--- config.mk ---
export PLATFORM = sky130hd
export DESIGN_NAME = agw_aux_io
export DESIGN_NICKNAME = d
export VERILOG_FILES = /design/src/inc/agw_pkg.sv /design/src/inc/agw_pin_if.sv /design/src/verilog/agw_pin_cond.sv /design/src/verilog/agw_aux_io.sv
export VERILOG_INCLUDE_DIRS = /design/src /design/src/inc
export SDC_FILE = /design/constraint.sdc
export NUM_CORES = 1
export LEC_CHECK = 0
export CAP_MARGIN = 10
export CORE_UTILIZATION = 60
export DETAILED_ROUTE_END_ITERATION = 8
export DONT_BUFFER_PORTS = 1
export GPL_TIMING_DRIVEN = 0
export PLACE_DENSITY = 0.76
export SLEW_MARGIN = 20
export SYNTH_ARGS = -nofsm -noshare
export SYNTH_HDL_FRONTEND = slang
export SYNTH_SLANG_ARGS = --single-unit
--- constraint.sdc ---
create_clock -name core_clk_in -period 2.41 [get_ports core_clk_in]
set_input_delay 0.3615 -clock core_clk_in [delete_from_list [all_inputs] [get_ports core_clk_in]]
set_output_delay 0.3615 -clock core_clk_in [all_outputs]
set_load 0.05 [all_outputs]
--- src/inc/agw_map.svh ---
// Register offsets, field positions, reset values and timing counts.
// Assumes an 8-bit register port with byte-wide index addresses.
`ifndef AGW_MAP_SVH
`define AGW_MAP_SVH
`define AGW_PIN24_CONFIG_ADDR 8'hec
`define AGW_PIN25_CONFIG_ADDR 8'hed
`define AGW_RESERVED_EE_ADDR 8'hee
`define AGW_COMBINED_IRQ_TWO_ADDR 8'hef
`define AGW_COMBINED_IRQ_ONE_ADDR 8'hf0
`define AGW_DECODE_STROBE_ENABLE_ADDR 8'hf1
`define AGW_WATCHDOG_TIMEOUT_VALUE_ADDR 8'hf2
`define AGW_EVENT_STATUS_ADDR 8'hf8
`define AGW_EVENT_MASK_ADDR 8'hf9
`define AGW_PIN_CFG_RESET 8'h01
`define AGW_ZERO_RESET 8'h00
`define AGW_PIN_CFG_MASK24 8'h1f
`define AGW_PIN_CFG_MASK25 8'h0f
`define AGW_IRQ_CFG_MASK 8'hf8
`define AGW_DEC_EN_MASK 8'h83
`define AGW_BIT_DIR 0
`define AGW_BIT_POL 1
`define AGW_BIT_INTEN 2
`define AGW_BIT_ALT 3
`define AGW_FUNC_LSB 3
`define AGW_BIT_FILTER 3
`define AGW_IRQ_MAP_LSB 4
`define AGW_BIT_DEC_EN 0
`define AGW_BIT_STROBE_EN 1
`define AGW_BIT_UNIT_SEC 7
`define AGW_IRQ_MAP_INVALID 4'h2
`define AGW_CLK_HZ 20000000
`define AGW_SECOND_CYCLES (`AGW_CLK_HZ)
`define AGW_SECONDS_PER_MINUTE 60
`define AGW_DEBOUNCE_CYCLES 16
`endif

--- src/inc/agw_pkg.sv ---
// Types shared by the auxiliary I/O slice and its pin stage.
// Assumes the map header supplies all numeric constants.
package agw_pkg;
  typedef enum logic [1:0] {
    AGW_FUNC_GPIO = 2'h0,
    AGW_FUNC_EEPROM_EN = 2'h1,
    AGW_FUNC_EDGE_IRQ3 = 2'h2,
    AGW_FUNC_RSVD = 2'h3
  } agw_func_e;
  typedef enum logic [2:0] {
    AGW_WD_IDLE = 3'h1,
    AGW_WD_COUNT = 3'h2,
    AGW_WD_EXPIRED = 3'h4
  } agw_wd_state_e;
endpackage

--- src/inc/agw_pin_if.sv ---
// Interface carrying one pin's configuration and conditioned level.
// Assumes a single clock domain shared by both ends.
`timescale 1ns/1ns
interface agw_pin_if;
  logic polarity_inv;
  logic filter_en;
  logic raw_level;
  logic cond_level;
  modport ctrl (output polarity_inv, output filter_en, output raw_level, input cond_level);
  modport cond (input polarity_inv, input filter_en, input raw_level, output cond_level);
endinterface

--- src/verilog/agw_pin_cond.sv ---
// Pin conditioning: polarity inversion and an optional debounce filter.
// Assumes the raw level is already synchronised to core_clk_in.
`timescale 1ns/1ns
`include "agw_map.svh"
module agw_pin_cond
  import agw_pkg::*;
(
  input wire logic core_clk_in,
  input wire logic reset_in,
  agw_pin_if.cond pin
);
  logic [4:0] stable_cnt_r;
  logic filt_r;
  wire logic pol_level = pin.raw_level ^ pin.polarity_inv;
  wire logic differs = pol_level != filt_r;
  wire logic settled = stable_cnt_r == 5'(`AGW_DEBOUNCE_CYCLES - 1);

  // The filter only follows a level that has held for the whole window.
  always_ff @(posedge core_clk_in)
  begin
    if (reset_in || !differs)
      stable_cnt_r <= 5'h00;
    else if (settled)
      stable_cnt_r <= 5'h00;
    else
      stable_cnt_r <= stable_cnt_r + 5'h01;
  end

  always_ff @(posedge core_clk_in)
  begin
    if (reset_in)
      filt_r <= 1'b0;
    else if (differs && settled)
      filt_r <= pol_level;
  end

  // Bypass trades glitch immunity for zero added latency.
  assign pin.cond_level = pin.filter_en ? filt_r : pol_level;
endmodule

--- src/verilog/agw_aux_io.sv ---
// Auxiliary I/O slice: two pin configs, combined IRQ routing, decoder
// enables and the watchdog timeout counter. Assumes a simple register
// port on core_clk_in and asynchronous pins that are synchronised here.
// Functional notes
// - Pin config bit 0 sets direction, one input, zero output.
// - Pin config bit 1 inverts the pin value when one.
// - Pin config bit 2 includes the pin in the combined interrupt.
// - First pin function 00 GPIO, 01 EEPROM enable, 10 edge IRQ3, 11 reserved.
// - Second pin bit 3 routes the gate for address line 20 to the pin.
// - Combined IRQ bit 3 enables the debounce filter, zero bypasses it; only combined IRQ one bit 3 acts here, for both pins.
// - Combined IRQ bits 7:4 select IRQ line; 0000 disables, 0010 invalid.
// - Reserved bits hold zero.
// - Decoder enable bit 0 switches the address decoder on.
// - Decoder enable bit 1 switches the write strobe on.
// - With activate clear, decoder and strobe enables have no effect.
// - Decoder enable bit 7 selects timeout unit, zero minutes, one seconds.
// - Timeout value zero disables the watchdog.
// - Nonzero timeout value is a binary count of units, 1 to 255.
// - Combined IRQ one, decoder enable and timeout value reset to zero.
// - On expiry the watchdog status bit sets; while clear, counting continues.
//
// Implementation choice: the address-and-strobe port.
`timescale 1ns/1ns
`include "agw_map.svh"
module agw_aux_io
  import agw_pkg::*;
#(
  parameter int unsigned SECOND_CYCLES = `AGW_SECOND_CYCLES
)
(
  input wire logic core_clk_in,
  input wire logic reset_in,
  input wire logic [7:0] reg_addr_in,
  input wire logic [7:0] reg_wdata_in,
  input wire logic reg_wr_in,
  input wire logic reg_rd_in,
  output logic [7:0] reg_rdata_out,
  input wire logic device_active_in,
  input wire logic gate_a20_in,
  input wire logic eeprom_enable_in,
  input wire logic watchdog_clear_in,
  input wire logic [1:0] gpio_pin_in,
  output logic [1:0] gpio_pin_out,
  output logic [1:0] gpio_pin_oe_out,
  output logic edge_irq3_out,
  output logic [15:0] combined_irq_one_out,
  output logic [15:0] combined_irq_two_out,
  output logic general_address_decoder_en_out,
  output logic general_write_strobe_en_out,
  output logic watchdog_status_out,
  output logic irq_out
);
  logic [7:0] pin24_config_r;
  logic [7:0] pin25_config_r;
  logic [7:0] combined_irq_two_r;
  logic [7:0] combined_irq_one_r;
  logic [7:0] decode_strobe_enable_r;
  logic [7:0] watchdog_timeout_value_r;
  logic [1:0] gpio_out_r;
  logic [1:0] event_status_r;
  logic [1:0] event_mask_r;
  logic [7:0] rdata_r;
  logic [1:0] pin_meta_r;
  logic [1:0] pin_sync_r;
  logic [1:0] cond_prev_r;
  logic [31:0] sec_cnt_r;
  logic [5:0] min_cnt_r;
  logic [7:0] unit_cnt_r;
  logic wd_status_r;
  agw_wd_state_e wd_state_r;
  agw_wd_state_e wd_state_nxt;

  // Maps a four-bit routing field onto a one-hot IRQ line vector.
  function automatic logic [15:0] irq_route(input logic [7:0] cfg, input logic level);
    logic [3:0] line;
    line = cfg[7:`AGW_IRQ_MAP_LSB];
    irq_route = 16'h0000;
    if (level && line != 4'h0 && line != `AGW_IRQ_MAP_INVALID)
      irq_route[line] = 1'b1;
  endfunction

  // Register write decode.
  wire logic wr_pin24 = reg_wr_in && reg_addr_in == `AGW_PIN24_CONFIG_ADDR;
  wire logic wr_pin25 = reg_wr_in && reg_addr_in == `AGW_PIN25_CONFIG_ADDR;
  wire logic wr_irq2 = reg_wr_in && reg_addr_in == `AGW_COMBINED_IRQ_TWO_ADDR;
  wire logic wr_irq1 = reg_wr_in && reg_addr_in == `AGW_COMBINED_IRQ_ONE_ADDR;
  wire logic wr_dec = reg_wr_in && reg_addr_in == `AGW_DECODE_STROBE_ENABLE_ADDR;
  wire logic wr_wdv = reg_wr_in && reg_addr_in == `AGW_WATCHDOG_TIMEOUT_VALUE_ADDR;
  wire logic wr_stat = reg_wr_in && reg_addr_in == `AGW_EVENT_STATUS_ADDR;
  wire logic wr_mask = reg_wr_in && reg_addr_in == `AGW_EVENT_MASK_ADDR;

  // First pin config; the mask keeps bits 7:5 at zero.
  always_ff @(posedge core_clk_in)
  begin
    if (reset_in)
      pin24_config_r <= `AGW_PIN_CFG_RESET;
    else if (wr_pin24)
      pin24_config_r <= reg_wdata_in & `AGW_PIN_CFG_MASK24;
  end

  // Second pin config; the mask keeps bits 7:4 at zero.
  always_ff @(posedge core_clk_in)
  begin
    if (reset_in)
      pin25_config_r <= `AGW_PIN_CFG_RESET;
    else if (wr_pin25)
      pin25_config_r <= reg_wdata_in & `AGW_PIN_CFG_MASK25;
  end

  // Second routing register; only routing and filter bits are kept.
  always_ff @(posedge core_clk_in)
  begin
    if (reset_in)
      combined_irq_two_r <= `AGW_ZERO_RESET;
    else if (wr_irq2)
      combined_irq_two_r <= reg_wdata_in & `AGW_IRQ_CFG_MASK;
  end

  // First routing register; it also owns the debounce select for both pins.
  always_ff @(posedge core_clk_in)
  begin
    if (reset_in)
      combined_irq_one_r <= `AGW_ZERO_RESET;
    else if (wr_irq1)
      combined_irq_one_r <= reg_wdata_in & `AGW_IRQ_CFG_MASK;
  end

  // Decoder and strobe enables plus the watchdog unit select.
  always_ff @(posedge core_clk_in)
  begin
    if (reset_in)
      decode_strobe_enable_r <= `AGW_ZERO_RESET;
    else if (wr_dec)
      decode_strobe_enable_r <= reg_wdata_in & `AGW_DEC_EN_MASK;
  end

  // Watchdog timeout value; all eight bits are significant.
  always_ff @(posedge core_clk_in)
  begin
    if (reset_in)
      watchdog_timeout_value_r <= `AGW_ZERO_RESET;
    else if (wr_wdv)
      watchdog_timeout_value_r <= reg_wdata_in;
  end

  // Event mask; unmasked status bits drive the level interrupt.
  always_ff @(posedge core_clk_in)
  begin
    if (reset_in)
      event_mask_r <= 2'h0;
    else if (wr_mask)
      event_mask_r <= reg_wdata_in[1:0];
  end

  // Pin output data has no register of its own; bits 1:0 are taken from
  // the data of every write to the event status index, whatever the pin direction.
  always_ff @(posedge core_clk_in)
  begin
    if (reset_in)
      gpio_out_r <= 2'h0;
    else if (reg_wr_in && reg_addr_in == `AGW_RESERVED_EE_ADDR + 8'h0a)
      gpio_out_r <= reg_wdata_in[1:0];
  end

  // Two-stage synchroniser; only the second stage is read.
  always_ff @(posedge core_clk_in)
  begin
    if (reset_in)
    begin
      pin_meta_r <= 2'h0;
      pin_sync_r <= 2'h0;
    end
    else
    begin
      pin_meta_r <= gpio_pin_in;
      pin_sync_r <= pin_meta_r;
    end
  end

  // Per-pin conditioning; filter select follows the first routing register.
  agw_pin_if pin_a ();
  agw_pin_if pin_b ();
  assign pin_a.polarity_inv = pin24_config_r[`AGW_BIT_POL];
  assign pin_b.polarity_inv = pin25_config_r[`AGW_BIT_POL];
  assign pin_a.filter_en = combined_irq_one_r[`AGW_BIT_FILTER];
  assign pin_b.filter_en = combined_irq_one_r[`AGW_BIT_FILTER];
  assign pin_a.raw_level = pin_sync_r[0];
  assign pin_b.raw_level = pin_sync_r[1];
  agw_pin_cond u_cond_a (.core_clk_in(core_clk_in), .reset_in(reset_in), .pin(pin_a));
  agw_pin_cond u_cond_b (.core_clk_in(core_clk_in), .reset_in(reset_in), .pin(pin_b));

  // Function select and direction for the two pins.
  wire agw_func_e func24 = agw_func_e'(pin24_config_r[4:`AGW_FUNC_LSB]);
  wire logic alt25 = pin25_config_r[`AGW_BIT_ALT];
  wire logic pin24_drv = func24 == AGW_FUNC_EEPROM_EN
    || (func24 == AGW_FUNC_GPIO && !pin24_config_r[`AGW_BIT_DIR]);
  wire logic pin25_drv = alt25 || !pin25_config_r[`AGW_BIT_DIR];
  wire logic pin24_val = (func24 == AGW_FUNC_EEPROM_EN) ? eeprom_enable_in : gpio_out_r[0];
  wire logic pin25_val = alt25 ? gate_a20_in : gpio_out_r[1];
  assign gpio_pin_oe_out = {pin25_drv, pin24_drv};
  assign gpio_pin_out = {pin25_val ^ pin25_config_r[`AGW_BIT_POL],
    pin24_val ^ pin24_config_r[`AGW_BIT_POL]};

  // Combined interrupt from the enabled, conditioned pins.
  wire logic combined = (pin24_config_r[`AGW_BIT_INTEN] && pin_a.cond_level)
    || (pin25_config_r[`AGW_BIT_INTEN] && pin_b.cond_level);
  assign combined_irq_one_out = irq_route(combined_irq_one_r, combined);
  assign combined_irq_two_out = irq_route(combined_irq_two_r, combined);

  // Either-edge interrupt input 3 pulses on any change of the first pin.
  always_ff @(posedge core_clk_in)
  begin
    if (reset_in)
      cond_prev_r <= 2'h0;
    else
      cond_prev_r <= {pin_b.cond_level, pin_a.cond_level};
  end
  assign edge_irq3_out = func24 == AGW_FUNC_EDGE_IRQ3
    && (pin_a.cond_level != cond_prev_r[0]);

  // Decoder and strobe enables are gated by the activate bit.
  assign general_address_decoder_en_out = device_active_in
    && decode_strobe_enable_r[`AGW_BIT_DEC_EN];
  assign general_write_strobe_en_out = device_active_in
    && decode_strobe_enable_r[`AGW_BIT_STROBE_EN];

  // Unit tick: one pulse per second, or per minute when minutes are chosen.
  wire logic sec_tick = sec_cnt_r == SECOND_CYCLES - 1;
  wire logic unit_sec = decode_strobe_enable_r[`AGW_BIT_UNIT_SEC];
  wire logic unit_tick = sec_tick
    && (unit_sec || min_cnt_r == 6'(`AGW_SECONDS_PER_MINUTE - 1));
  wire logic wd_off = watchdog_timeout_value_r == 8'h00;
  // Rewriting the value restarts the count, so a new timeout never inherits
  // time already spent under the old one.
  wire logic wd_restart = wr_wdv || watchdog_clear_in;

  // Second divider; it only runs while the watchdog is counting.
  always_ff @(posedge core_clk_in)
  begin
    if (reset_in || wd_state_r != AGW_WD_COUNT || wd_restart || sec_tick)
      sec_cnt_r <= 32'h0;
    else
      sec_cnt_r <= sec_cnt_r + 32'h1;
  end

  // Seconds within the current minute.
  always_ff @(posedge core_clk_in)
  begin
    if (reset_in || wd_state_r != AGW_WD_COUNT || wd_restart || unit_tick)
      min_cnt_r <= 6'h00;
    else if (sec_tick)
      min_cnt_r <= min_cnt_r + 6'h01;
  end

  // Elapsed units, compared against the programmed timeout value.
  always_ff @(posedge core_clk_in)
  begin
    if (reset_in || wd_state_r != AGW_WD_COUNT || wd_restart)
      unit_cnt_r <= 8'h00;
    else if (unit_tick)
      unit_cnt_r <= unit_cnt_r + 8'h01;
  end

  // Expiry falls on the tick that completes the last unit; a restart in the
  // same cycle wins, because software has just serviced the timer.
  wire logic wd_expire = wd_state_r == AGW_WD_COUNT && !wd_restart && unit_tick
    && unit_cnt_r + 8'h01 == watchdog_timeout_value_r;

  // Watchdog state machine; expiry holds until the count is restarted.
  always_comb
  begin
    wd_state_nxt = wd_state_r;
    case (wd_state_r)
      AGW_WD_IDLE:
        if (!wd_off)
          wd_state_nxt = AGW_WD_COUNT;
      AGW_WD_COUNT:
        if (wd_off)
          wd_state_nxt = AGW_WD_IDLE;
        else if (wd_expire)
          wd_state_nxt = AGW_WD_EXPIRED;
      AGW_WD_EXPIRED:
        if (wd_restart)
          wd_state_nxt = AGW_WD_IDLE;
      default:
        wd_state_nxt = AGW_WD_IDLE;
    endcase
  end

  // State register for the watchdog.
  always_ff @(posedge core_clk_in)
  begin
    if (reset_in)
      wd_state_r <= AGW_WD_IDLE;
    else
      wd_state_r <= wd_state_nxt;
  end

  // Status bit sets on expiry; a clear in the same cycle wins, since it blocks the expiry.
  always_ff @(posedge core_clk_in)
  begin
    if (reset_in)
      wd_status_r <= 1'b0;
    else if (wd_expire)
      wd_status_r <= 1'b1;
    else if (watchdog_clear_in)
      wd_status_r <= 1'b0;
  end
  assign watchdog_status_out = wd_status_r;

  // Sticky events: bit 0 combined interrupt, bit 1 watchdog expiry.
  wire logic [1:0] event_set = {wd_expire, combined};
  always_ff @(posedge core_clk_in)
  begin
    if (reset_in)
      event_status_r <= 2'h0;
    else
      event_status_r <= event_set
        | (event_status_r & ~(wr_stat ? reg_wdata_in[1:0] : 2'h0));
  end
  assign irq_out = |(event_status_r & event_mask_r);

  // Read mux; unmapped and reserved indices read zero.
  always_ff @(posedge core_clk_in)
  begin
    if (reset_in || !reg_rd_in)
      rdata_r <= 8'h00;
    else
      case (reg_addr_in)
        `AGW_PIN24_CONFIG_ADDR: rdata_r <= pin24_config_r;
        `AGW_PIN25_CONFIG_ADDR: rdata_r <= pin25_config_r;
        `AGW_COMBINED_IRQ_TWO_ADDR: rdata_r <= combined_irq_two_r;
        `AGW_COMBINED_IRQ_ONE_ADDR: rdata_r <= combined_irq_one_r;
        `AGW_DECODE_STROBE_ENABLE_ADDR: rdata_r <= decode_strobe_enable_r;
        `AGW_WATCHDOG_TIMEOUT_VALUE_ADDR: rdata_r <= watchdog_timeout_value_r;
        `AGW_EVENT_STATUS_ADDR: rdata_r <= {6'h00, event_status_r};
        `AGW_EVENT_MASK_ADDR: rdata_r <= {6'h00, event_mask_r};
        default: rdata_r <= 8'h00;
      endcase
  end
  assign reg_rdata_out = rdata_r;
endmodule

# Yosys cells after proc, flatten, opt, wreduce, memory -nomap -nowiden

Cells that the tools add are included.
W data, S select, Z words.

Logic and storage cells: 138
Bits in registers: 111
Bits of input ports: 26
Output and inout port bits: 49

Mux-type cells: 19
Order comparisons: 4
Eq/ne operators: 27
Reduce and logical (&&, ||, !) cells: 53
$add $sub $neg: 5
Bitwise gates (word level): 8

Operators by type and width:

| cell                    | count |
|---|---|
| $eq A8 B8 Y1 const B    | 8 |
| $pmux W8 S8             | 1 |
| $add A32 B1 Y32 const B | 1 |
| $eq A32 B25 Y1 const B  | 1 |
| $mux W16                | 2 |
| $logic_and A1 B1 Y1     | 26 |
| $logic_or A1 B1 Y1      | 12 |
| $mux W3                 | 4 |
| $add A5 B1 Y5 const B   | 2 |
| $eq A5 B4 Y1 const B    | 2 |
| $lt A4 B5 Y1 const B    | 2 |
| $pmux W3 S3             | 1 |
| $add A8 B1 Y8 const B   | 1 |
| $demux W1 S4            | 2 |
| $eq A8 B8 Y1            | 1 |
| $ge A4 B1 Y1 const B    | 2 |
| $logic_not A8 Y1        | 1 |
| $mux W1                 | 8 |
| $ne A4 B2 Y1 const B    | 2 |
| $reduce_bool A4 Y1      | 2 |
| $add A6 B1 Y6 const B   | 1 |
| $eq A6 B6 Y1 const B    | 1 |
| $logic_not A1 Y1        | 6 |
| $reduce_or A2 Y1        | 3 |
| other kinds (17)        | 24 |

# Depth between registers and ports, before layout

Depth after elaboration: 10
Mapped depth: 7
Mapped depth without buffers: 6

# Cells and area by module

A second synthesis with hierarchy kept.

Cells, all modules: 647
Area total of the unflattened synthesis: 5400.2 µm²

By module, submodules not included:

| module       | cells an instance | times used | seq. area each (µm²) | area an instance (µm²) |
|---|---|---|---|---|
| agw_aux_io   | 593               | 1          | 1981.9               | 4864.7 |
| agw_pin_cond | 27                | 2          | 120.1                | 267.8 |

# Worst setup path before layout

No wires, ideal clock.

Path type: flip-flop to output port
Start point: register pin24_config_r[1]
End point: output combined_irq_one_out[11]
Arrival: 2642 ps
Buffers on the path: 1
Stages on the path, launching flop included: 7
Data required time: 2049 ps
Setup slack: -593 ps
Cell sequence: dfxtp_1 xor2_1 mux2i_1 o21ai_0 clkbuf_1 nand3_1 nor3b_1

Cells in the longest elaborated chain, start to end: 7

RTL lines:

| what                                 | line               | RTL |
|---|---|---|
| start, declared                      | agw_aux_io.sv:53   | `logic [7:0] pin24_config_r;` |
| start signal, assigned               | agw_aux_io.sv:96   | `` pin24_config_r <= `AGW_PIN_CFG_RESET; `` |
| start signal, assigned               | agw_aux_io.sv:98   | `` pin24_config_r <= reg_wdata_in & `AGW_PIN_CFG_MASK24; `` |
| $xor A1 B1 Y1                        | agw_pin_cond.sv:14 | `wire logic pol_level = pin.raw_level ^ pin.polarity_inv;` |
| $mux W1                              | agw_pin_cond.sv:38 | `assign pin.cond_level = pin.filter_en ? filt_r : pol_level;` |
| $logic_and A1 B1 Y1                  | agw_aux_io.sv:205  | `` wire logic combined = (pin24_config_r[`AGW_BIT_INTEN] && pin_a.cond_level) `` |
| $logic_or A1 B1 Y1                   | agw_aux_io.sv:205  |  |
| $logic_and A1 B1 Y1                  | agw_aux_io.sv:78   | `` if (level && line != 4'h0 && line != `AGW_IRQ_MAP_INVALID) `` |
| $logic_and A1 B1 Y1 (no source line) | --                 |  |
| $mux W16                             | agw_aux_io.sv:78   |  |
| end, declared                        | agw_aux_io.sv:46   | `output logic [15:0] combined_irq_one_out,` |

No other way between the ends.

# Worst setup path after layout

Start point: register pin24_config_r[1]
End point: output combined_irq_one_out[9]

Same word-level chain as after synthesis.

==> flow_summary.json <==
{
  "ys.warnings.count": 0,
  "path_delay_family": "simple AND/OR/NAND/NOR gates",
  "outcome": "complete, but fails checks",
  "max_clock_freq_mhz": 389,
  "relSlewSlack": 0.240,
  "setup-tns-final_ns": -1.64,
  "die_area_um2": 9630,
  "post-route-period-util": 1.07,
  "setup_violations": 17,
  "final_layout_size_suffix_gt1_frac": 0.154,
  "synthCells": 668,
  "final-hold-violation-count": 0,
  "fin_hold_ws_ns": 0.0870,
  "hp-class": "in -> reg",
  "drt_iter0_drc": 360,
  "setup_slack_ns": -0.161,
  "cpPeakStageDelay_ns": 0.51,
  "violations": "design-rule violations, negative setup slack",
  "wl_per_cell_um": 17.1,
  "n_antenna_cell": 0,
  "crit_fanout": 4,
  "nNetsFinal": 728,
  "synth_edf_count": 0,
  "place_congestion": 0.868,
  "async_flop_share": 0,
  "numClockSinks": 111,
  "antenna_found_initial": 0,
  "h-tree-depth": 3,
  "placementRows": 34,
  "drv_slew": 0,
  "fin_worst_skew_ns": 0.0172,
  "powerDensity_nw_per_um2": 472,
  "cts_root_buffer": "clkbuf_8",
  "ioPinCount": 75,
  "crit_required_ns": 2.05,
  "p_leak_nw": 2.00,
  "crit_buf_inv": 2,
  "stdcell_area_um2": 6330,
  "hpwl_mm": 9.55,
  "drcViolationCount": 6,
  "holdPathStages": 1,
  "grt_max_degree": 19,
  "clockBufferDepth": 2,
  "multi_input_area_um2": 3390,
  "ys_ff_latch": 111,
  "register_area_um2": 2230,
  "yosysUniqueCellTypes": 61,
  "reg2reg_from": "sec_cnt_r[19]$_SDFF_PP0_",
  "path_class": "reg -> out",
  "min_period_ns": 2.57,
  "cts_tree": "built",
  "die_height_um": 98.1,
  "grt-ovfl-total": 0,
  "viasPerCell": 6.26,
  "placeableCoreArea_um2": 8850,
  "cp.depth": 7,
  "cts_buffers": 9,
  "first_pass_iters": 9,
  "crit_arrival_ns": 2.21,
  "grt_pass1_vias": 4790,
  "crit_start": "pin24_config_r[1]$_SDFFE_PP0P_",
  "crit_path_end_kind": "output port",
  "final_cell_mix": "dfxtp_1 (108), nor2_1 (70), nand3_1 (57)",
  "synthesis.area_um2": 5550,
  "clk_pin_slew_ns": 0.10,
  "drt_wl_total_mm": 13.9,
  "grt_usage": 0.294,
  "die_w_um": 98.1,
  "port_buffers": 0,
  "vias": 5056,
  "areaGrowthSynthToFinish_pct": 14.1,
  "cap_viol_max_count": 0,
  "grt_pass1_wl_mm": 22.9,
  "start_util": 0.627,
  "final_common_cell": "dfxtp_1",
  "worstPathCellList": "xor2_2 -> mux2i_2 -> o21ai_2 -> buf_4 -> nand3b_1 -> buf_4 -> nor3b_4",
  "cpMostUsedCell": "buf_4",
  "dpl_cell_area_um2": 5820,
  "rsz0062_at_grt": "yes",
  "slowest_stage": "nor3b_4",
  "place_inst": 779,
  "ys_seq_area_frac": 0.401,
  "critPathLaunchType": "flop",
  "reg2reg_depth": 7,
  "r2r_setup_slack_ns": 0.22,
  "drtAntennaViolNets": 0,
  "fill_cells": 680,
  "final_cells": 808,
  "hold_start": "watchdog_clear_in",
  "vdd_ir_drop_max_mv": 0.334,
  "clk-insertion-delay-late_ns": 0.38,
  "synth.avg_cell_area_um2": 8.30,
  "synth-main-ff-cell": "dfxtp_1",
  "worstMarginPinSlew_ns": 1.13
}
-- worst paths after layout --
path,to
worst max-delay path,combined_irq_one_out[9]
worst min-delay path,watchdog_status_out$_SDFFE_PP0P_
worst max register to register,watchdog_status_out$_SDFFE_PP0P_
worst min register to register,sec_cnt_r[0]$_SDFF_PP0_
-- cell type report --
class	count	share of cell area
well taps	108	0.0213
inverters	22	0.0130
clock inverters	6	0.00692
clock buffers	10	0.0217
plain buffers	42	0.0336
repair buffers	13	0.0154
flip-flops and latches	111	0.352
multi-input cells	496	0.535
-- state kept, by name (all words and copies together), names as in the netlist, 2 cells and up --
name and count:
sec_cnt_r 32, reg_rdata_out 8, unit_cnt_r 8, watchdog_timeout_value_r 8
min_cnt_r 6, combined_irq_one_r 5, combined_irq_two_r 5, pin24_config_r 5
u_cond_a.stable_cnt_r 5, u_cond_b.stable_cnt_r 5, pin25_config_r 4, decode_strobe_enable_r 3
wd_state_r 3, event_mask_r 2, event_status_r 2, gpio_out_r 2
pin_meta_r 2, pin_sync_r 2
-- synth_stat cells (5+ instances only) --
| master | count | area, um2 |
|---|---|---|
| dfxtp_1 | 111 | 2220 |
| nor2_1 | 79 | 297 |
| nand3_1 | 60 | 300 |
| nand2_1 | 57 | 214 |
| a21oi_1 | 44 | 220 |
| xnor2_1 | 39 | 342 |
| clkbuf_1 | 26 | 97.6 |
| nor3_1 | 23 | 115 |
| inv_1 | 21 | 78.8 |
| mux2i_1 | 14 | 140 |
| xor2_1 | 14 | 123 |
| nor4_1 | 13 | 81.3 |
| and3_1 | 12 | 75.1 |
| nand2b_1 | 10 | 62.6 |
| nand4_1 | 10 | 62.6 |
| o21ai_0 | 10 | 50.1 |
| and4_1 | 9 | 78.8 |
| a222oi_1 | 7 | 70.1 |
| buf_2 | 7 | 35.0 |
| ha_1 | 7 | 87.6 |
| nor3b_1 | 7 | 52.6 |
| buf_4 | 6 | 45.0 |
| nor4b_1 | 6 | 52.6 |
| o31ai_1 | 6 | 45.0 |
| and2_1 | 5 | 31.3 |
| nor2b_1 | 5 | 31.3 |
| nor4_2 | 5 | 62.6 |
| or3_1 | 5 | 31.3 |
| or4_1 | 5 | 37.5 |
-- kinds of logic after synthesis --
logic type,share of synthesized area
AND/OR/NAND/NOR,0.330
flip-flops,0.401
AO/OA/AOI/OAI,0.0934
buffers and inverters,0.0503
XOR/XNOR,0.0837
multiplexers,0.0253
adder cells (fa/ha/maj),0.0158
other,0.000676
-- power breakdown --
group	switching [mW]	internal, mW	leakage [nW]
registers	0.00382	1.84	0.897
logic	0.0706	0.0279	1.01
clock network	0.639	0.411	0.0930
total	0.714	2.27	2.00
-- metal layers --
metal,wire (um),track usage,vias to the layer above
met4,327,0.121,0
met3,995,0.0523,32
met5,0,0,-
met2,6380,0.469,214
li1,-,-,2404
met1,6160,0.396,2406
-- metrics by stage --
stage / setup slack [ns] / utilization / total power, mW
floorplan: -0.0174 / - / 1.95
global placement: -0.543 / 0.658 / 1.97
detailed placement: -0.573 / 0.658 / 1.97
CTS: -0.107 / 0.707 / 3.00
global route: -0.196 / 0.715 / 3.10
finish: -0.161 / 0.715 / 2.99
-- what timing repair did --
item / CTS / global route
pin swaps: 11 / 8
gates resized for setup: 40 / 15
gates cloned: 1 / 0
endpoints found under the setup margin: 28 / 39
hold buffers: 0 / 0
buffers inserted: 9 / 4
(Power assumes the default switching activity.)
